==> src/hw/msc_pkg.sv <==
// constants for the motor startup configuration register bank
// assumes a single 20 MHz clock and a plain synchronous register port
//
// Functional notes
// - repeat field gives one to four detection passes
// - selector clear uses dedicated open-loop limit field
// - selector set uses general current limit
// - ramp enable adds q-current ramp before closed loop
// - brake bit switches active braking off or on
// - reverse select clear reuses forward current, A1, A2
// - reverse select set uses reverse A1, A2 and, with selector clear, reverse current while the motor is driven backwards
// - second register at 86h, resets zero, parity bit 31
// - limit code maps 0.125 A up to 8.0 A
package msc_pkg;

    // ****************************************
    // register map
    // ****************************************
    localparam int MSC_ADDR_W = 8; // register port address width
    localparam int MSC_DATA_W = 32; // register width
    localparam logic [MSC_ADDR_W-1:0] MSC_ADDR_ONE = 8'h84; // first startup register
    localparam logic [MSC_ADDR_W-1:0] MSC_ADDR_TWO = 8'h86; // second startup register
    localparam logic [MSC_DATA_W-1:0] MSC_RST_ONE = 32'h00000000; // first register reset
    localparam logic [MSC_DATA_W-1:0] MSC_RST_TWO = 32'h00000000; // second register reset
    localparam logic [MSC_DATA_W-1:0] MSC_RD_UNMAPPED = 32'h00000000; // unmapped read value

    // ****************************************
    // fields of the first register
    // ****************************************
    localparam int MSC_THR_LSB = 9; // detect current threshold, 5 bits
    localparam int MSC_THR_W = 5;
    localparam int MSC_RLS_BIT = 8; // release mode, 0 brake 1 tristate
    localparam int MSC_ADV_LSB = 6; // advance angle, 2 bits
    localparam int MSC_REP_LSB = 4; // repeat count, 2 bits
    localparam int MSC_SRC_BIT = 3; // open-loop limit source
    localparam int MSC_RAMP_BIT = 2; // q-current ramp-down enable
    localparam int MSC_BRAKE_BIT = 1; // active braking enable
    localparam int MSC_REV_BIT = 0; // reverse-drive parameter select
    localparam int MSC_PARITY_BIT = 31; // parity in both registers

    // ****************************************
    // fields of the second register
    // ****************************************
    localparam int MSC_OLL_LSB = 27; // open-loop current limit, 4 bits
    localparam int MSC_A1_LSB = 23; // acceleration coefficient A1, 4 bits
    localparam int MSC_A2_LSB = 19; // acceleration coefficient A2, 4 bits
    localparam int MSC_CODE_W = 4; // width of the 4-bit code fields

    // ****************************************
    // value scales, milliamps
    // ****************************************
    localparam int MSC_MA_W = 14; // width of a current in milliamps
    localparam logic [MSC_THR_W-1:0] MSC_THR_MAX_CODE = 5'h11; // last usable threshold
    localparam logic [MSC_MA_W-1:0] MSC_LIMIT_MA_MIN = 14'h007D; // 0.125 A
    localparam logic [MSC_MA_W-1:0] MSC_MA_8A = 14'h1F40; // 8.0 A
    localparam logic [MSC_MA_W-1:0] MSC_MA_NONE = 14'h0000; // inapplicable code
    localparam logic [2:0] MSC_PASS_BASE = 3'h1; // passes for repeat code 0

    // handoff sequencing states
    typedef enum logic [0:0] {
        MSC_HO_IDLE,
        MSC_HO_RAMP
    } msc_handoff_t;

endpackage

==> src/hw/msc_current_decode.sv <==
// current scale decoder for limit and threshold codes
// assumes combinational use; the caller registers the results
`timescale 1ns/100ps
module msc_current_decode import msc_pkg::*; (
    input wire logic [MSC_CODE_W-1:0] limit_code,
    input wire logic [MSC_THR_W-1:0] thr_code,
    output logic [MSC_MA_W-1:0] limit_ma,
    output logic [MSC_MA_W-1:0] thr_ma,
    output logic thr_valid
);

    // ****************************************
    // open-loop limit table
    // ****************************************
    // sixteen steps, not linear at the top end
    always_comb begin
        unique case (limit_code)
            4'h0: limit_ma = MSC_LIMIT_MA_MIN;
            4'h1: limit_ma = 14'h00FA;
            4'h2: limit_ma = 14'h01F4;
            4'h3: limit_ma = 14'h03E8;
            4'h4: limit_ma = 14'h05DC;
            4'h5: limit_ma = 14'h07D0;
            4'h6: limit_ma = 14'h09C4;
            4'h7: limit_ma = 14'h0BB8;
            4'h8: limit_ma = 14'h0DAC;
            4'h9: limit_ma = 14'h0FA0;
            4'hA: limit_ma = 14'h1194;
            4'hB: limit_ma = 14'h1388;
            4'hC: limit_ma = 14'h157C;
            4'hD: limit_ma = 14'h1770;
            4'hE: limit_ma = 14'h1B58;
            4'hF: limit_ma = MSC_MA_8A;
        endcase
    end

    // ****************************************
    // detection threshold table
    // ****************************************
    // codes past the last step give zero and a low valid flag
    always_comb begin
        thr_valid = 1'b1;
        case (thr_code)
            5'h00: thr_ma = 14'h00FA;
            5'h01: thr_ma = 14'h01F4;
            5'h02: thr_ma = 14'h02EE;
            5'h03: thr_ma = 14'h03E8;
            5'h04: thr_ma = 14'h04E2;
            5'h05: thr_ma = 14'h05DC;
            5'h06: thr_ma = 14'h07D0;
            5'h07: thr_ma = 14'h09C4;
            5'h08: thr_ma = 14'h0BB8;
            5'h09: thr_ma = 14'h0E53;
            5'h0A: thr_ma = 14'h0FA0;
            5'h0B: thr_ma = 14'h123B;
            5'h0C: thr_ma = 14'h1388;
            5'h0D: thr_ma = 14'h14D5;
            5'h0E: thr_ma = 14'h1770;
            5'h0F: thr_ma = 14'h1A0B;
            5'h10: thr_ma = 14'h1CA5;
            5'h11: thr_ma = MSC_MA_8A;
            default: begin
                // not applicable codes
                thr_ma = MSC_MA_NONE;
                thr_valid = 1'b0;
            end
        endcase
    end

endmodule // msc_current_decode

==> src/hw/msc_startup_regs.sv <==
// motor startup configuration register bank and its decoded controls
// assumes a synchronous register port, read data one cycle after the strobe
`timescale 1ns/100ps
module msc_startup_regs import msc_pkg::*; (
    input wire logic sys_clk,
    input wire logic resetn,
    input wire logic [MSC_ADDR_W-1:0] reg_addr,
    input wire logic [MSC_DATA_W-1:0] reg_wdata,
    input wire logic reg_wr,
    input wire logic reg_rd,
    output logic [MSC_DATA_W-1:0] reg_rdata,
    input wire logic [MSC_CODE_W-1:0] general_current_limit,
    input wire logic reverse_drive_active,
    input wire logic [MSC_CODE_W-1:0] rev_open_loop_limit,
    input wire logic [MSC_CODE_W-1:0] rev_acc_a1,
    input wire logic [MSC_CODE_W-1:0] rev_acc_a2,
    input wire logic handoff_request,
    input wire logic q_ramp_done,
    output logic [MSC_THR_W-1:0] detect_current_threshold,
    output logic [MSC_MA_W-1:0] detect_threshold_ma,
    output logic detect_threshold_valid,
    output logic detect_release_mode,
    output logic [1:0] detect_advance_angle,
    output logic [2:0] detect_pass_count,
    output logic [MSC_CODE_W-1:0] open_loop_limit_code,
    output logic [MSC_MA_W-1:0] open_loop_limit_ma,
    output logic [MSC_CODE_W-1:0] acc_a1_code,
    output logic [MSC_CODE_W-1:0] acc_a2_code,
    output logic q_rampdown_start,
    output logic closed_loop_enter,
    output logic active_brake_on,
    output logic parity_one,
    output logic parity_two
);

    // ****************************************
    // storage
    // ****************************************
    logic [MSC_DATA_W-1:0] startup_one_reg; // first startup register
    logic [MSC_DATA_W-1:0] startup_two_reg; // second startup register
    msc_handoff_t handoff_reg; // handoff sequencing state

    // ****************************************
    // field views
    // ****************************************
    logic limit_src; // open-loop limit source selector
    logic rev_sel; // reverse-drive parameter select
    logic ramp_en; // q-current ramp-down enable
    logic use_rev_set; // reverse set applies now
    logic [MSC_CODE_W-1:0] fwd_limit; // forward open-loop limit field
    logic [MSC_CODE_W-1:0] fwd_a1; // forward A1 field
    logic [MSC_CODE_W-1:0] fwd_a2; // forward A2 field
    logic [MSC_CODE_W-1:0] limit_code_next; // selected open-loop limit code
    logic [MSC_MA_W-1:0] limit_ma_next; // decoded limit
    logic [MSC_MA_W-1:0] thr_ma_next; // decoded threshold
    logic thr_valid_next; // threshold code usable
    logic [1:0] rep_code; // raw repeat field

    assign limit_src = startup_one_reg[MSC_SRC_BIT];
    assign rev_sel = startup_one_reg[MSC_REV_BIT];
    assign ramp_en = startup_one_reg[MSC_RAMP_BIT];
    assign rep_code = startup_one_reg[MSC_REP_LSB +: 2];
    assign fwd_limit = startup_two_reg[MSC_OLL_LSB +: MSC_CODE_W];
    assign fwd_a1 = startup_two_reg[MSC_A1_LSB +: MSC_CODE_W];
    assign fwd_a2 = startup_two_reg[MSC_A2_LSB +: MSC_CODE_W];
    // reverse set only matters while the motor is driven backwards
    assign use_rev_set = reverse_drive_active && rev_sel;

    // ****************************************
    // register writes
    // ****************************************
    // whole word stored, upper fields belong to other logic
    always_ff @(posedge sys_clk or negedge resetn) begin
        if (!resetn) begin
            startup_one_reg <= MSC_RST_ONE;
        end else if (reg_wr && reg_addr == MSC_ADDR_ONE) begin
            startup_one_reg <= reg_wdata;
        end
    end

    // second register, zero after reset
    always_ff @(posedge sys_clk or negedge resetn) begin
        if (!resetn) begin
            startup_two_reg <= MSC_RST_TWO;
        end else if (reg_wr && reg_addr == MSC_ADDR_TWO) begin
            startup_two_reg <= reg_wdata;
        end
    end

    // ****************************************
    // register reads
    // ****************************************
    // data stands for exactly one cycle, zero otherwise
    always_ff @(posedge sys_clk or negedge resetn) begin
        if (!resetn) begin
            reg_rdata <= MSC_RD_UNMAPPED;
        end else if (reg_rd) begin
            if (reg_addr == MSC_ADDR_ONE) begin
                reg_rdata <= startup_one_reg;
            end else if (reg_addr == MSC_ADDR_TWO) begin
                reg_rdata <= startup_two_reg;
            end else begin
                reg_rdata <= MSC_RD_UNMAPPED; // unmapped address
            end
        end else begin
            reg_rdata <= MSC_RD_UNMAPPED;
        end
    end

    // ****************************************
    // open-loop limit source selection
    // ****************************************
    // general limit wins over both forward and reverse fields
    always_comb begin
        if (limit_src) begin
            limit_code_next = general_current_limit;
        end else if (use_rev_set) begin
            limit_code_next = rev_open_loop_limit;
        end else begin
            limit_code_next = fwd_limit;
        end
    end

    // table lookup shared by limit and threshold
    msc_current_decode u_decode (
        .limit_code(limit_code_next),
        .thr_code(startup_one_reg[MSC_THR_LSB +: MSC_THR_W]),
        .limit_ma(limit_ma_next),
        .thr_ma(thr_ma_next),
        .thr_valid(thr_valid_next)
    );

    // ****************************************
    // registered decoded controls
    // ****************************************
    // one cycle behind the register so every output is a flop
    always_ff @(posedge sys_clk or negedge resetn) begin
        if (!resetn) begin
            open_loop_limit_code <= '0;
            open_loop_limit_ma <= MSC_LIMIT_MA_MIN;
            acc_a1_code <= '0;
            acc_a2_code <= '0;
        end else begin
            open_loop_limit_code <= limit_code_next;
            open_loop_limit_ma <= limit_ma_next;
            // coefficients follow the same forward or reverse choice
            acc_a1_code <= use_rev_set ? rev_acc_a1 : fwd_a1;
            acc_a2_code <= use_rev_set ? rev_acc_a2 : fwd_a2;
        end
    end

    // detection settings
    always_ff @(posedge sys_clk or negedge resetn) begin
        if (!resetn) begin
            detect_current_threshold <= '0;
            detect_threshold_ma <= '0;
            detect_threshold_valid <= 1'b0;
            detect_release_mode <= 1'b0;
            detect_advance_angle <= '0;
            detect_pass_count <= MSC_PASS_BASE;
        end else begin
            detect_current_threshold <= startup_one_reg[MSC_THR_LSB +: MSC_THR_W];
            detect_threshold_ma <= thr_ma_next;
            detect_threshold_valid <= thr_valid_next;
            detect_release_mode <= startup_one_reg[MSC_RLS_BIT];
            detect_advance_angle <= startup_one_reg[MSC_ADV_LSB +: 2];
            // averaged passes, code 0 means a single run
            detect_pass_count <= MSC_PASS_BASE + {1'b0, rep_code};
        end
    end

    // braking and parity mirrors
    always_ff @(posedge sys_clk or negedge resetn) begin
        if (!resetn) begin
            active_brake_on <= 1'b0;
            parity_one <= 1'b0;
            parity_two <= 1'b0;
        end else begin
            active_brake_on <= startup_one_reg[MSC_BRAKE_BIT];
            parity_one <= startup_one_reg[MSC_PARITY_BIT];
            parity_two <= startup_two_reg[MSC_PARITY_BIT];
        end
    end

    // ****************************************
    // open to closed loop handoff
    // ****************************************
    // requests during a ramp are ignored; the ramp already leads to handoff
    always_ff @(posedge sys_clk or negedge resetn) begin
        if (!resetn) begin
            handoff_reg <= MSC_HO_IDLE;
            q_rampdown_start <= 1'b0;
            closed_loop_enter <= 1'b0;
        end else begin
            q_rampdown_start <= 1'b0;
            closed_loop_enter <= 1'b0;
            unique case (handoff_reg)
                MSC_HO_IDLE: begin
                    if (handoff_request && ramp_en) begin
                        // ramp current down first
                        q_rampdown_start <= 1'b1;
                        handoff_reg <= MSC_HO_RAMP;
                    end else if (handoff_request) begin
                        // no ramp, switch straight away
                        closed_loop_enter <= 1'b1;
                    end
                end
                MSC_HO_RAMP: begin
                    // wait for the current loop to report the ramp finished
                    if (q_ramp_done) begin
                        closed_loop_enter <= 1'b1;
                        handoff_reg <= MSC_HO_IDLE;
                    end
                end
            endcase
        end
    end
endmodule // msc_startup_regs

==> config.mk <==
export PLATFORM = sky130hd
export DESIGN_NAME = msc_startup_regs
export DESIGN_NICKNAME = d
export VERILOG_FILES = /design/src/hw/msc_pkg.sv /design/src/hw/msc_current_decode.sv /design/src/hw/msc_startup_regs.sv
export SDC_FILE = /design/constraint.sdc
export NUM_CORES = 1
export LEC_CHECK = 0
export ABC_CLOCK_PERIOD_IN_PS = 5000
export BUFFER_PORTS_ARGS = -buffer_cell sky130_fd_sc_hd__clkbuf_2
export CAP_MARGIN = 10
export CELL_PAD_IN_SITES_DETAIL_PLACEMENT = 1
export CELL_PAD_IN_SITES_GLOBAL_PLACEMENT = 1
export CORE_MARGIN = 2
export CORE_UTILIZATION = 46
export DETAILED_ROUTE_END_ITERATION = 10
export PLACE_DENSITY_LB_ADDON = 0.1
export SYNTH_ARGS = -nofsm -noshare
export SYNTH_HDL_FRONTEND = slang
export SYNTH_SLANG_ARGS = --single-unit
export TNS_END_PERCENT = 20
==> constraint.sdc <==
create_clock -name sys_clk -period 5 [get_ports sys_clk]
set_input_delay 1 -clock sys_clk [delete_from_list [all_inputs] [get_ports sys_clk]]
set_output_delay 1 -clock sys_clk [all_outputs]
set_load 0.01 [all_outputs]
Word level (Yosys, flattened, before mapping)
Memories as Yosys holds them, arrays and structs flattened. A register that Yosys moved wholly into a read port is not among the register bits. Cells that the tools add are included.

Output and inout bits: 89. Word-level logic and storage cells: 65. Register bits: 154. Memories kept: 1. ROM bits: 208. Latch bits: 0. RAM bits: 0.

Memory list: (no name shown) (depth 16, bits a word 13, rd ports 1, clocked after Yosys merged registers in 1, write ports 0, line msc_current_decode.sv:17) `unique case (limit_code)`.

Divide/modulo/power cells: 0. Mux-type cells: 17. Shift operators: 0. Eq/ne operators: 19. Order comparisons: 0. Bitwise logic cells: 1. Reductions and logical operators: 7. Add/sub/neg operators: 1. Multipliers: 0.

Operator list (count): one-hot mux 13 bit (18 select lines) (1); 2-to-1 mux 32 bit (3); == test 5 x 4 -> 1 bit, second input constant (8); == test 5 x 3 -> 1 bit, second input constant (4); OR reduction 18 bit (1); == test 8 bit, second input constant (2); 2-to-1 mux 4 bit (4); == test 5 x 2 -> 1 bit, second input constant (2); == test 5 bit, second input constant (2); 2-to-1 mux 1 bit (7); == test 5 x 1 -> 1 bit, second input constant (1); zero test 5 bit (1); logical AND 1 bit (4); one-hot mux 1 bit (2 select lines) (2); adder 1 x 2 -> 3 bit, first input constant (1); zero test 1 bit (1); inverter 1 bit (1).

Longest topological paths before layout
Gate-level depths: netlist (run 1).

Word-level depth: 4. Depth in mapped cells: 8.

Cells and area by module
From an unflattened synthesis (run 1), not the netlist that was laid out.

Cell total of the unflattened synthesis: 449. Area, all modules: 6461.2 um^2.

Modules (own cells, without submodules): msc_startup_regs (times used 1, cells each 332, sequential area each 3862.5 um^2, area each 5675.4 um^2); msc_current_decode (times used 1, cells each 117, sequential area each 0.0 um^2, area each 785.8 um^2).

Worst setup path before layout (run 1)
OpenSTA, ideal clock, no wires.

Kind: input port to flip-flop. From: input port reverse_drive_active. To: register open_loop_limit_ma[9]. Setup slack: 2.264 ns. Required time: 4.875 ns. Library setup time: 0.125 ns. Arrival: 2.611 ns. Path buffers: 1. Stages on the path: 8. Cell sequence: nand2_1 -> buf_2 -> a311oi_2 -> inv_1 -> ha_1 -> inv_1 -> mux2i_1 -> mux2_2.

Word-level cells in the longest chain between the ends: 3.

RTL lines: start: declaration (line msc_startup_regs.sv:13) `input wire logic reverse_drive_active,`; logical AND 1 bit (line msc_startup_regs.sv:67) `assign use_rev_set = reverse_drive_active && rev_sel;`; 2-to-1 mux 4 bit (line msc_startup_regs.sv:117) `end else if (use_rev_set) begin`; 2-to-1 mux 4 bit (line msc_startup_regs.sv:115) `if (limit_src) begin`; via limit_code_next[1] (line msc_startup_regs.sv:53) `logic [MSC_CODE_W-1:0] limit_code_next;`; end: declaration (line msc_startup_regs.sv:26) `output logic [MSC_MA_W-1:0] open_loop_limit_ma,`.

The timed path passes the listed nets, and every way through them passes these cells. A chain may end at the register's enable or synchronous reset.

Worst setup path after layout (run 1)
Same ends and word-level chain as after synthesis.

==> metrics.md, run 1 <==
| Metric | Value |
|---|---|
| Run status | finished clean |
| Cell area power density | 361 nW/um2 |
| Dominant cell by count in the synthesized netlist | dfrtp_1 |
| Share of cells above drive strength 1 | 0.439 |
| Async SR Flop Fraction | 1.00 |
| Switch Pwr | roughly 0.63 mW |
| # clock sinks | 152 |
| Gr ovfl total | 0 |
| Syn Area/Cell | 13.7 um2 |
| Synth cell types | 49 |
| CTS Buf Count | 17 |
| # Post-CTS Setup Buffers | 0 |
| CTS tree | yes |
| Global placer's final weighted congestion | 0.753 |
| H-tree Lvls | 4 |
| Worst r2r path cells | 7 |
| Initial antenna violation count | 0 |
| Max-Cap Viols | 0 |
| GR Util All Layers | 0.207 |
| Combinational Power Share | 0.088 |
| CTS Buffer Depth | 2 |
| Final worst-path cycle share | 0.593 |
| Inserted Diodes | 0 |
| Max Freq | around 340 MHz |
| Die H | 119 um |
| Hold Path Cell Cnt | 0 |
| I/O pin count | about 150 |
| Relative max-transition margin | 0.351 |
| Largest net degree at the start of global routing | 70 |
| Switching part of the total power | 0.233 |
| YS warnings | 0 |
| Worst Tran Pin Value | 0.973 ns |
| Worst hold-check path type | reg2reg |
| Setup TNS | 0 ns |
| Max Clock Skew | 0.00807 ns |
| Mapped Area | 6090 um2 |
| First-pass GRT wire length | 22500 um |
| Synth-to-Final Area Change | 23.2% |
| Initial DRC count | 208 |
| Clk root buf | clkbuf_16 |
| Final-layout fill cell count | 1381 |
| Synth Instances | approximately 450 |
| Setup-failing EPs final | 0 |
| Register area share after synthesis | 0.626 |
| Post-synth EDFFs | 0 |
| Vias | a little under 4000 |
| IO Port Bufs | 149 |
| # DRC | 0 |
| Yosys reg bits | 152 |
| Cell Area, Placed | 6990 um2 |
| Setup crit start kind | input pin |
| DR WL/cell | ~17 um |
| Post-synth top flop | dfrtp_1 |
| Dominant cell type by area after synthesis | dfrtp_1 |
| Leakage | around 4.0 nW |
| Worst VDD drop | 193 uV |
| Starting Density | 0.466 |
| WL final | roughly 14000 um |
| Internal power | 2.08 mW |
| CP Capture Type | flop |
| Via density | 5.07 |
| Final ANT Viol Nets | 0 |
| Hold buffers post-CTS | 0 |
| RSZ-0062 raised after global routing | false |
| Final-report hold violation count | 0 |
| Post-layout net count | ~670 |
| Clock Latency Late Sink | 0.42 ns |
| Crit path required time | 5.30 ns |
| Top post-synthesis cells by area | dfrtp_1 60%, mux2_2 13%, mux2i_1 6.6% |
| Synth top cells by count | 145 x dfrtp_1, 73 x mux2_2, 43 x nor2_1, 40 x mux2i_1, 15 x nand2_1 |
| Fin crit period | 2.97 ns |
| Yosys top cell area share | 0.595 |
| Sequential cell fraction of total power | 0.494 |
| Crit path kind | in2reg |
| CP Data Arrival Time | 3.27 ns |
| Vias in the first global route | roughly 4300 |
| Die extent in x | 119 um |
| Fin worst setup slack | 2.03 ns |
| Worst-path maximum fanout | 11 |
| Clock power share | 0.418 |
| CORE AREA | 13100 um2 |
| Die Area | 14200 um2 |
| Dpl hpwl | 9080 um |
| Clock slew at reported path FFs | 0.05 ns |
| Dpl ws | roughly 1.6 ns |
| Resized Gates After CTS | 0 |
| TritonRoute pass-1 iters | 4 |
| Slew Limit Fails | 0 |
| Final Instance Area | 7510 um2 |
| Row cnt | 42 |
-- kinds of logic after synthesis --
family | share of synthesized area
DFF | 0.626
muxes | 0.202
and+or+nand+nor | 0.0665
AOI/OAI and AO/OA | 0.0550
buffers and inverters | 0.0265
adders and majority gates | 0.0205
xor gates and xnor gates | 0.00287
other | 0.000615
-- power groups by stage --
stage / Clock [mW] / Combinational, mW / Sequential (mW)
3_5_place_dp: 0 / 0.242 / 1.36
3_3_place_gp: 0 / 0.234 / 1.35
4_1_cts: 1.16 / 0.244 / 1.34
5_1_grt: 1.21 / 0.264 / 1.34
2_1_floorplan: 0 / 0.117 / 1.36
6_report: 1.13 / 0.238 / 1.34
-- cells in the final DEF, fill, tap and decap left out, drive strengths merged, types with 2 or more instances in the layout --
cell / synthesis / layout
a211oi: 2 / 2
a21boi: 2 / 2
a21oi: 10 / 10
a311oi: 3 / 3
and2: 4 / 4
and3: 3 / 3
and4b: 3 / 3
buf: 14 / 6
clkbuf: 13 / 176
clkinv: 1 / 5
conb: 1 / 2
dfrtp: 145 / 145
dfstp: 7 / 7
ha: 10 / 10
inv: 10 / 10
mux2: 74 / 74
mux2i: 40 / 40
nand2: 15 / 15
nand2b: 4 / 4
nand3: 2 / 2
nand3b: 2 / 2
nor2: 43 / 43
nor3b: 2 / 2
o21ai: 12 / 12
o22a: 2 / 2
o22ai: 2 / 2
xnor2: 2 / 2
-- final timing paths --
kind | startpoint | endpoint | slack [ns]
worst max-delay path | reverse_drive_active | open_loop_limit_ma[9]$_DFF_PN0_ | 2.03
worst min-delay path | startup_one_reg[6]$_DFFE_PN0P_ | detect_advance_angle[0]$_DFF_PN0_ | 0.40
worst max register to register | startup_one_reg[0]$_DFFE_PN0P_ | open_loop_limit_ma[9]$_DFF_PN0_ | 2.22
worst min register to register | startup_one_reg[6]$_DFFE_PN0P_ | detect_advance_angle[0]$_DFF_PN0_ | 0.40
max in group asynchronous | resetn | startup_two_reg[23]$_DFFE_PN0P_ | 3.40
min in group asynchronous | resetn | reg_rdata[8]$_DFF_PN0_ | 0.55
-- layout make-up --
| class | count | area [um2] | area share |
|---|---|---|---|
| Tap cell | 176 | 220 | 0.0293 |
| Clock buffer | 28 | 497 | 0.0661 |
| Clock inverter | 4 | 20.0 | 0.00267 |
| Timing Repair Buffer | 154 | 790 | 0.105 |
| Multi-Input combinational cell | 257 | 2130 | 0.284 |
| Sequential cell | 152 | 3810 | 0.508 |
| Inverter | 11 | 41.3 | 0.00550 |
-- per-stage QoR --
step | total power, mW | utilization | hold slack [ns] | std cells
detailed placement | 1.60 | 0.534 | 0.392 | 750
CTS | 2.74 | 0.574 | 0.399 | 782
floorplan | 1.48 | - | 0.352 | 447
finish | 2.71 | 0.574 | 0.398 | 782
global route | 2.82 | 0.574 | 0.416 | 782
global placement | 1.59 | 0.534 | 0.379 | 750
-- worst max-delay path, cell delays in order --
cell      delay (ns)
clkbuf_2        0.12
nand2_1         0.39
a311oi_2        0.82
inv_1           0.24
ha_1            0.24
inv_1           0.08
mux2i_1         0.07
mux2_2          0.29
-- per-layer routing --
metal	global-route usage	wire length (um)	up-vias
met4	0.0737	170	0
met5	0	0	-
met2	0.349	7020	103
met3	0.0517	634	12
met1	0.259	5750	2020
li1	-	-	1828
No activity file was read; power rests on OpenSTA's default activity.
==> inputs of run 2 (changes only) <==
--- a/config.mk
+++ b/config.mk
@@ -5,13 +5,14 @@
 export SDC_FILE = /design/constraint.sdc
 export NUM_CORES = 1
 export LEC_CHECK = 0
-export ABC_CLOCK_PERIOD_IN_PS = 5000
+export ABC_AREA = 1
+export ABC_CLOCK_PERIOD_IN_PS = 2900
 export BUFFER_PORTS_ARGS = -buffer_cell sky130_fd_sc_hd__clkbuf_2
 export CAP_MARGIN = 10
 export CELL_PAD_IN_SITES_DETAIL_PLACEMENT = 1
 export CELL_PAD_IN_SITES_GLOBAL_PLACEMENT = 1
 export CORE_MARGIN = 2
-export CORE_UTILIZATION = 46
+export CORE_UTILIZATION = 40
 export DETAILED_ROUTE_END_ITERATION = 10
 export PLACE_DENSITY_LB_ADDON = 0.1
 export SYNTH_ARGS = -nofsm -noshare
==> constraint.sdc (replaced) <==
create_clock -name sys_clk -period 2.9 [get_ports sys_clk]
set_input_delay 0.58 -clock sys_clk [delete_from_list [all_inputs] [get_ports sys_clk]]
set_output_delay 0.58 -clock sys_clk [all_outputs]
set_load 0.01 [all_outputs]
==> run 2 against run 1 <==
  * Sequential cell count unchanged
  * Combinational power up 90%
  * Worst hold slack got worse by 0.30 ns
  * Synthesized area rose by 4.8%
  * Die area rose by 20%
  * Count of clock-buffer cells in the layout is 6 lower
  * Critical endpoint is now open_loop_limit_ma[4]$_DFF_PN1_
  * Sequential power is 72% higher
  * Power increased by 89%
  * Synthesized cell count grew 57%
  * First-iteration DRC count increased by 3.8%
  * Critical path depth grew 2
  * Design area rose by 6.0%
==> metrics.md, run 2 <==
| Metric | Value |
|---|---|
| Worst-path maximum fanout | 12 |
| Clk root buf | clkbuf_16 |
| Die extent in x | approximately 130 um |
| Clock Latency Late Sink | roughly 0.42 ns |
| TritonRoute pass-1 iters | 4 |
| Worst Tran Pin Value | 0.621 ns |
| Mapped Area | around 6400 um2 |
| Final ANT Viol Nets | 0 |
| Most frequent cells in the layout | 206 x nand2_1, 148 x clkbuf_2, 145 x dfrtp_1 |
| CTS Buf Count | 17 |
| Setup-failing EPs final | 0 |
| Placed insts | between 1000 and 1500 |
| YS warnings | 0 |
| GR Layer Usage met3 | 0.0411 |
| Vias in the first global route | 5827 |
| Fin worst setup slack | roughly 0.8 ns |
| CORE AREA | between 15000 and 20000 um2 |
| Initial antenna violation count | 0 |
| Setup crit start kind | flop |
| First-pass GRT wire length | 30000 um |
| Max Clock Skew | around 0.0069 ns |
| Row cnt | 46 |
| CTS tree | yes |
| Synth top cells by count | 206 x nand2_1, 145 x dfrtp_1, 81 x nand3_1, 77 x o21ai_0 |
| Clock slew at reported path FFs | 0.06 ns |
| H-tree Lvls | 4 |
| CP Data Arrival Time | 2.43 ns |
| Max-Cap Viols | 0 |
| Most common cell after layout, fill and taps aside | nand2_1 |
| CTS Buffer Depth | 2 |
| # clock sinks | 152 |
| Yosys top cell area share | 0.568 |
| Crit path required time | 3.26 ns |
| Inserted Diodes | 0 |
| Slew Limit Fails | 0 |
| Synth-to-Final Area Change | 24.6% |
| Dpl hpwl | 12800 um |
| Async SR Flop Fraction | 1.00 |
| Via density | 5.07 |
| Leakage | 4.15 nW |
| Cell area power density | 644 nW/um2 |
| Worst VDD drop | 386 uV |
| Top post-synthesis cells by area | dfrtp_1 57%, nand2_1 12%, nand3_1 6.3% |
| Yosys reg bits | 152 |
| Met2 track demand over resource | 0.389 |
| Syn Area/Cell | 9.13 um2 |
| # Post-CTS Setup Buffers | 0 |
| Initial DRC count | about 220 |
| Setup TNS | 0 ns |
| Synth cell types | 31 |
| Starting Density | 0.405 |
| Run status | finished clean |
| Largest net degree at the start of global routing | between 50 and 60 |
| Worst hold-check path type | in2async |
| Vias | 5422 |
| Dpl ws | 0.810 ns |
| # DRC | 0 |
| GR Util All Layers | 0.230 |
| Gr ovfl total | 0 |
| Dominant cell by count in the synthesized netlist | nand2_1 |
| Dominant cell type by area after synthesis | dfrtp_1 |
| Crit path kind | reg2reg |
| Hold buffers post-CTS | 0 |
| Final worst-path cycle share | 0.716 |
| Global placer's final weighted congestion | 0.805 |
| Register area share after synthesis | 0.597 |
| Synth Instances | 700 |
| RSZ-0062 raised after global routing | false |
| Top Usage Layer GRT | met2 |
| Max Freq | between 400 and 500 MHz |
| CP Capture Type | flop |
| Final-layout fill cell count | 1887 |
| Final-report hold violation count | 0 |
| DR WL/cell | 17.4 um |
| M1 GR Usage | 0.298 |
| IO Port Bufs | 149 |
| Die H | 130 um |
| Share of cells above drive strength 1 | 0.249 |
| Fin crit period | between 2 and 2.5 ns |
| Resized Gates After CTS | 0 |
| WL final | roughly 19000 um |
| Post-layout net count | 913 |
| Final non-filler cell total | 1069 |
| Die Area | 17000 um2 |
| I/O pin count | ~150 |
| Post-synth EDFFs | 0 |
| Relative max-transition margin | 0.586 |
| Post-synth top flop | dfrtp_1 |
-- run 2: cell count changes after synthesis, moves of 5 or more --
cell	before	now
o21ai_0	12	77
nand3_1	2	81
nand2_1	15	206
inv_1	10	38
mux2i_1	40	0
a21oi_1	10	38
nand4_1	0	5
buf_2	9	14
mux2_2	73	0
buf_6	0	5
nor2_1	43	23
-- run 2: final cells by class --
cell class                      instances  area (um2)  area share
Clock buffer                           22         464      0.0583
Clock inverter                         10         166      0.0209
Inverter                               40         150      0.0189
Multi-Input combinational cell        467        2210       0.277
Sequential cell                       152        3810       0.479
Tap cell                              216         270      0.0340
Timing Repair Buffer                  162         887       0.111
-- run 2: final timing paths --
path | end | cells after the start | slack [ns] | start
max | open_loop_limit_ma[4]$_DFF_PN1_ | 10 | 0.82 | startup_one_reg[3]$_DFFE_PN0P_
min | reg_rdata[25]$_DFF_PN0_ | 1 | 0.1 | resetn
max reg2reg | open_loop_limit_ma[4]$_DFF_PN1_ | 10 | 0.82 | startup_one_reg[3]$_DFFE_PN0P_
min reg2reg | active_brake_on$_DFF_PN0_ | 0 | 0.41 | startup_one_reg[1]$_DFFE_PN0P_
max in group asynchronous | open_loop_limit_ma[3]$_DFF_PN1_ | 2 | 1.97 | resetn
min in group sys_clk | acc_a2_code[3]$_DFF_PN0_ | 3 | 0.37 | rev_acc_a2[3]
-- run 2: worst max-delay path, stage by stage (launching register included) --
cell and delay, ns:
dfrtp_1 0.46, inv_1 0.21, or2_2 0.32, nand2_1 0.26, inv_1 0.17, ha_1 0.25, inv_1 0.07, nand2_1 0.05
nand2_1 0.07, nand2_1 0.05, nand2_1 0.10
-- run 2: stage by stage --
stage	total power [mW]	hold slack (ns)	utilization	cell area, um2
final	5.12	0.0969	0.505	7960
after global routing	5.34	0.116	0.505	7960
after CTS	5.19	0.110	0.505	7960
after detailed placement	2.80	0.391	0.465	7330
after global placement	2.78	0.385	0.465	7330
after floorplan	2.55	0.284	-	6390
-- run 2: cells by family after synthesis --
| family | synth area share |
|---|---|
| other | 0.000587 |
| flip-flops | 0.597 |
| AO/OA/AOI/OAI | 0.0997 |
| AND/OR/NAND/NOR | 0.223 |
| buffers and inverters | 0.0599 |
| adder cells (fa/ha/maj) | 0.0196 |
-- run 2: power by group --
part | total (mW) | internal, mW | switching, mW
registers | 2.31 | 2.24 | 0.0625
clock network | 2.36 | 1.49 | 0.872
logic | 0.452 | 0.148 | 0.304
-- run 2: per-layer routing --
| metal | up-vias | wire, um | share of wire |
|---|---|---|---|
| met3 | 27 | 717 | 0.039 |
| met1 | 2717 | 8280 | 0.44 |
| met5 | - | 0 | 0 |
| met2 | 127 | 9260 | 0.50 |
| met4 | 0 | 363 | 0.020 |
| li1 | 2551 | - | - |
==> inputs of run 3 (changes only) <==
--- a/config.mk
+++ b/config.mk
@@ -5,14 +5,14 @@
 export SDC_FILE = /design/constraint.sdc
 export NUM_CORES = 1
 export LEC_CHECK = 0
-export ABC_AREA = 1
-export ABC_CLOCK_PERIOD_IN_PS = 2900
+export ABC_AREA = 0
+export ABC_CLOCK_PERIOD_IN_PS = 1880
 export BUFFER_PORTS_ARGS = -buffer_cell sky130_fd_sc_hd__clkbuf_2
 export CAP_MARGIN = 10
 export CELL_PAD_IN_SITES_DETAIL_PLACEMENT = 1
 export CELL_PAD_IN_SITES_GLOBAL_PLACEMENT = 1
 export CORE_MARGIN = 2
-export CORE_UTILIZATION = 40
+export CORE_UTILIZATION = 38
 export DETAILED_ROUTE_END_ITERATION = 10
 export PLACE_DENSITY_LB_ADDON = 0.1
 export SYNTH_ARGS = -nofsm -noshare
==> constraint.sdc (replaced) <==
create_clock -name sys_clk -period 1.88 [get_ports sys_clk]
set_input_delay 0.376 -clock sys_clk [delete_from_list [all_inputs] [get_ports sys_clk]]
set_output_delay 0.376 -clock sys_clk [all_outputs]
set_load 0.01 [all_outputs]
==> run 3 against run 2 <==
  * First-iteration DRC count decreased by 63%
  * Worst hold slack improved by 0.062 ns
  * Clock skew increased by 0.0022 ns
  * Fmax up 14%
  * Wire length down 24%
  * Register-to-register slack worse by 0.76 ns
  * Critical path depth decreased by 3
  * Sequential share of layout area increased by 0.27 points
  * Count of clock-buffer cells in the layout shrank 4
  * Final cell count fell by 21%
  * Sequential power grew 53%
  * Critical path type unchanged
  * Largest cell class unchanged
  * Highest routed layer unchanged
==> metrics.md, run 3 (synthesis gave the netlist of run 1 again) <==
| Metric | Value |
|---|---|
| Run status | finished clean |
| Starting Density | 0.386 |
| GR Layer Usage met3 | 0.0643 |
| Die H | 131 um |
| Slew Limit Fails | 0 |
| First-pass GRT wire length | approximately 22000 um |
| Setup-failing EPs final | 0 |
| CORE AREA | 15800 um2 |
| Worst-path maximum fanout | 8 |
| Sequential cell fraction of total power | 0.456 |
| Max Freq | 550 MHz |
| Crit path top cell by count | inv_2 |
| CP max-delay cell | dfrtp_2 |
| CP Capture Type | flop |
| Crit path kind | reg2reg |
| WHS | 0.159 ns |
| Initial DRC count | 81 |
| Leakage | 4.12 nW |
| Fin crit period | 1.82 ns |
| Most frequent cells in the layout | 148 x clkbuf_2, 143 x dfrtp_1, 72 x mux2_2 |
| M1 GR Usage | 0.215 |
| RSZ-0062 raised after global routing | true |
| Final worst-path cycle share | 0.967 |
| Largest net degree at the start of global routing | 45 |
| Final-report hold violation count | 0 |
| Clk root buf | clkbuf_16 |
| IO Port Bufs | 149 |
| Top Usage Layer GRT | met2 |
| End-of-flow core utilization | 0.502 |
| Row cnt | 46 |
| Dpl hpwl | 9890 um |
| Register area | 3810 um2 |
| DR WL/cell | 16.7 um |
| Inserted Diodes | 0 |
| Met2 track demand over resource | 0.288 |
| Final ANT Viol Nets | 0 |
| Vias | 4082 |
| H-tree Lvls | 4 |
| Clock Latency Late Sink | 0.42 ns |
| Internal power | 5.90 mW |
| WL final | 14100 um |
| Clock slew at reported path FFs | 0.06 ns |
| CP Cell Sequence | and4b_2, a311oi_4, inv_2, ha_4, inv_2, mux2i_1, mux2_4 |
| Final-layout fill cell count | 1701 |
| Switch Pwr | 1.83 mW |
| TritonRoute pass-1 iters | 4 |
| Crit path required time | 2.19 ns |
| Gr ovfl total | 0 |
| GR Util All Layers | 0.176 |
| Die extent in x | ~130 um |
| Vias in the first global route | 4345 |
| I/O pin count | 152 |
| Max-Cap Viols | 0 |
| # clock sinks | 152 |
| Synth-to-Final Area Change | 30.0% |
| CP Data Arrival Time | 2.13 ns |
| Worst Tran Pin Value | about 0.55 ns |
| CTS tree | yes |
| CTS Buffer Depth | 2 |
| Slowest stage delay, CP | 0.46 ns |
| # DRC | 0 |
| Setup crit start kind | flop |
| Most common cell after layout, fill and taps aside | clkbuf_2 |
| Worst hold-check path type | in2reg |
| Multi-input gate area | 2170 um2 |
| Clock power share | 0.452 |
| Global placer's final weighted congestion | between 0.8 and 0.9 |
| Share of cells above drive strength 1 | 0.486 |
| Max Clock Skew | approximately 0.0091 ns |
| Via density | 4.84 |
| Switching part of the total power | 0.236 |
| Relative max-transition margin | 0.625 |
| Cell area power density | around 1000 nW/um2 |
| Worst VDD drop | 645 uV |
| Die Area | 17100 um2 |
| Initial antenna violation count | 1 |
| Post-layout net count | roughly 700 |
| CTS Buf Count | 17 |
| Combinational Power Share | 0.091 |
[run 3: cell count changes in the layout (fill, tap and decap cells not counted), moves of 4 or more]
| cell | change |
|---|---|
| o21ai_0 | -65 |
| inv_1 | -31 |
| mux2_2 | +72 |
| nand2b_1 | +4 |
| buf_4 | +12 |
| mux2i_1 | +40 |
| a21oi_1 | -28 |
| and2_1 | +4 |
| nand4_1 | -5 |
| nand2_1 | -192 |
| nand3_1 | -80 |
| nor2_1 | +20 |
[run 3: per-stage QoR]
stage               setup WS (ns)  std cells  total power, mW  area [um2]  setup TNS (ns)
floorplan                -0.00289        447             3.94        6130        -0.00289
global placement          -0.0352        809             4.27        7270           -1.06
detailed placement        -0.0827        809             4.30        7270          -0.755
CTS                       0.00889        842             7.84        7890               0
global route              -0.0336        844             8.08        7920         -0.0637
finish                     0.0611        844             7.73        7920               0
[run 3: timing repair]
| action | 4_1_cts | 5_1_grt |
|---|---|---|
| pin swaps | 0 | 4 |
| resized for setup | 1 | 5 |
| cloned | 0 | 0 |
| setup buffers | 0 | 2 |
| endpoints found under the setup margin | 4 | 7 |
| hold endpoints to repair | 23 | 0 |
| hold buffers | 1 | 0 |
[run 3: worst paths after layout]
kind                       cells after the start  slack, ns                                end                           start
max                                            7       0.06    open_loop_limit_ma[9]$_DFF_PN0_  startup_one_reg[0]$_DFFE_PN0P_
min                                            2       0.16              handoff_reg$_DFF_PN0_                     q_ramp_done
max reg2reg                                    7       0.06    open_loop_limit_ma[9]$_DFF_PN0_  startup_one_reg[0]$_DFFE_PN0P_
min reg2reg                                    0       0.39  detect_advance_angle[0]$_DFF_PN0_  startup_one_reg[6]$_DFFE_PN0P_
max in group asynchronous                      3       0.81     detect_pass_count[0]$_DFF_PN1_                          resetn
min in group asynchronous                      2       0.39  open_loop_limit_code[3]$_DFF_PN0_                          resetn
[run 3: power by group through the flow]
stage / clock (mW) / combinational, mW / sequential, mW
after floorplan: 0 / 0.318 / 3.62
after global placement: 0 / 0.695 / 3.58
after detailed placement: 0 / 0.710 / 3.59
after CTS: 3.59 / 0.716 / 3.53
after global routing: 3.74 / 0.791 / 3.55
final: 3.50 / 0.707 / 3.53
[run 3: cell type report]
type | count | area share
Clock buffer | 18 | 0.0555
Timing Repair Buffer | 176 | 0.127
Tap cell | 216 | 0.0341
Multi-Input combinational cell | 257 | 0.274
Inverter | 11 | 0.00537
Sequential cell | 152 | 0.482
Clock inverter | 14 | 0.0220
[run 3: critical path: cells and delay by family (launching register included)]
family,cells,cell delay [ns]
mux,2,0.31
flops,1,0.46
simple gates,1,0.25
buf+inv,2,0.18
compound gates,1,0.32
fa+ha+maj,1,0.18
[run 3: routing by layer]
layer  share of wire  vias to the layer above
met2            0.49                      105
met5               0                        -
met1            0.43                     2074
met4           0.014                        0
met3           0.064                       18
li1                -                     1885
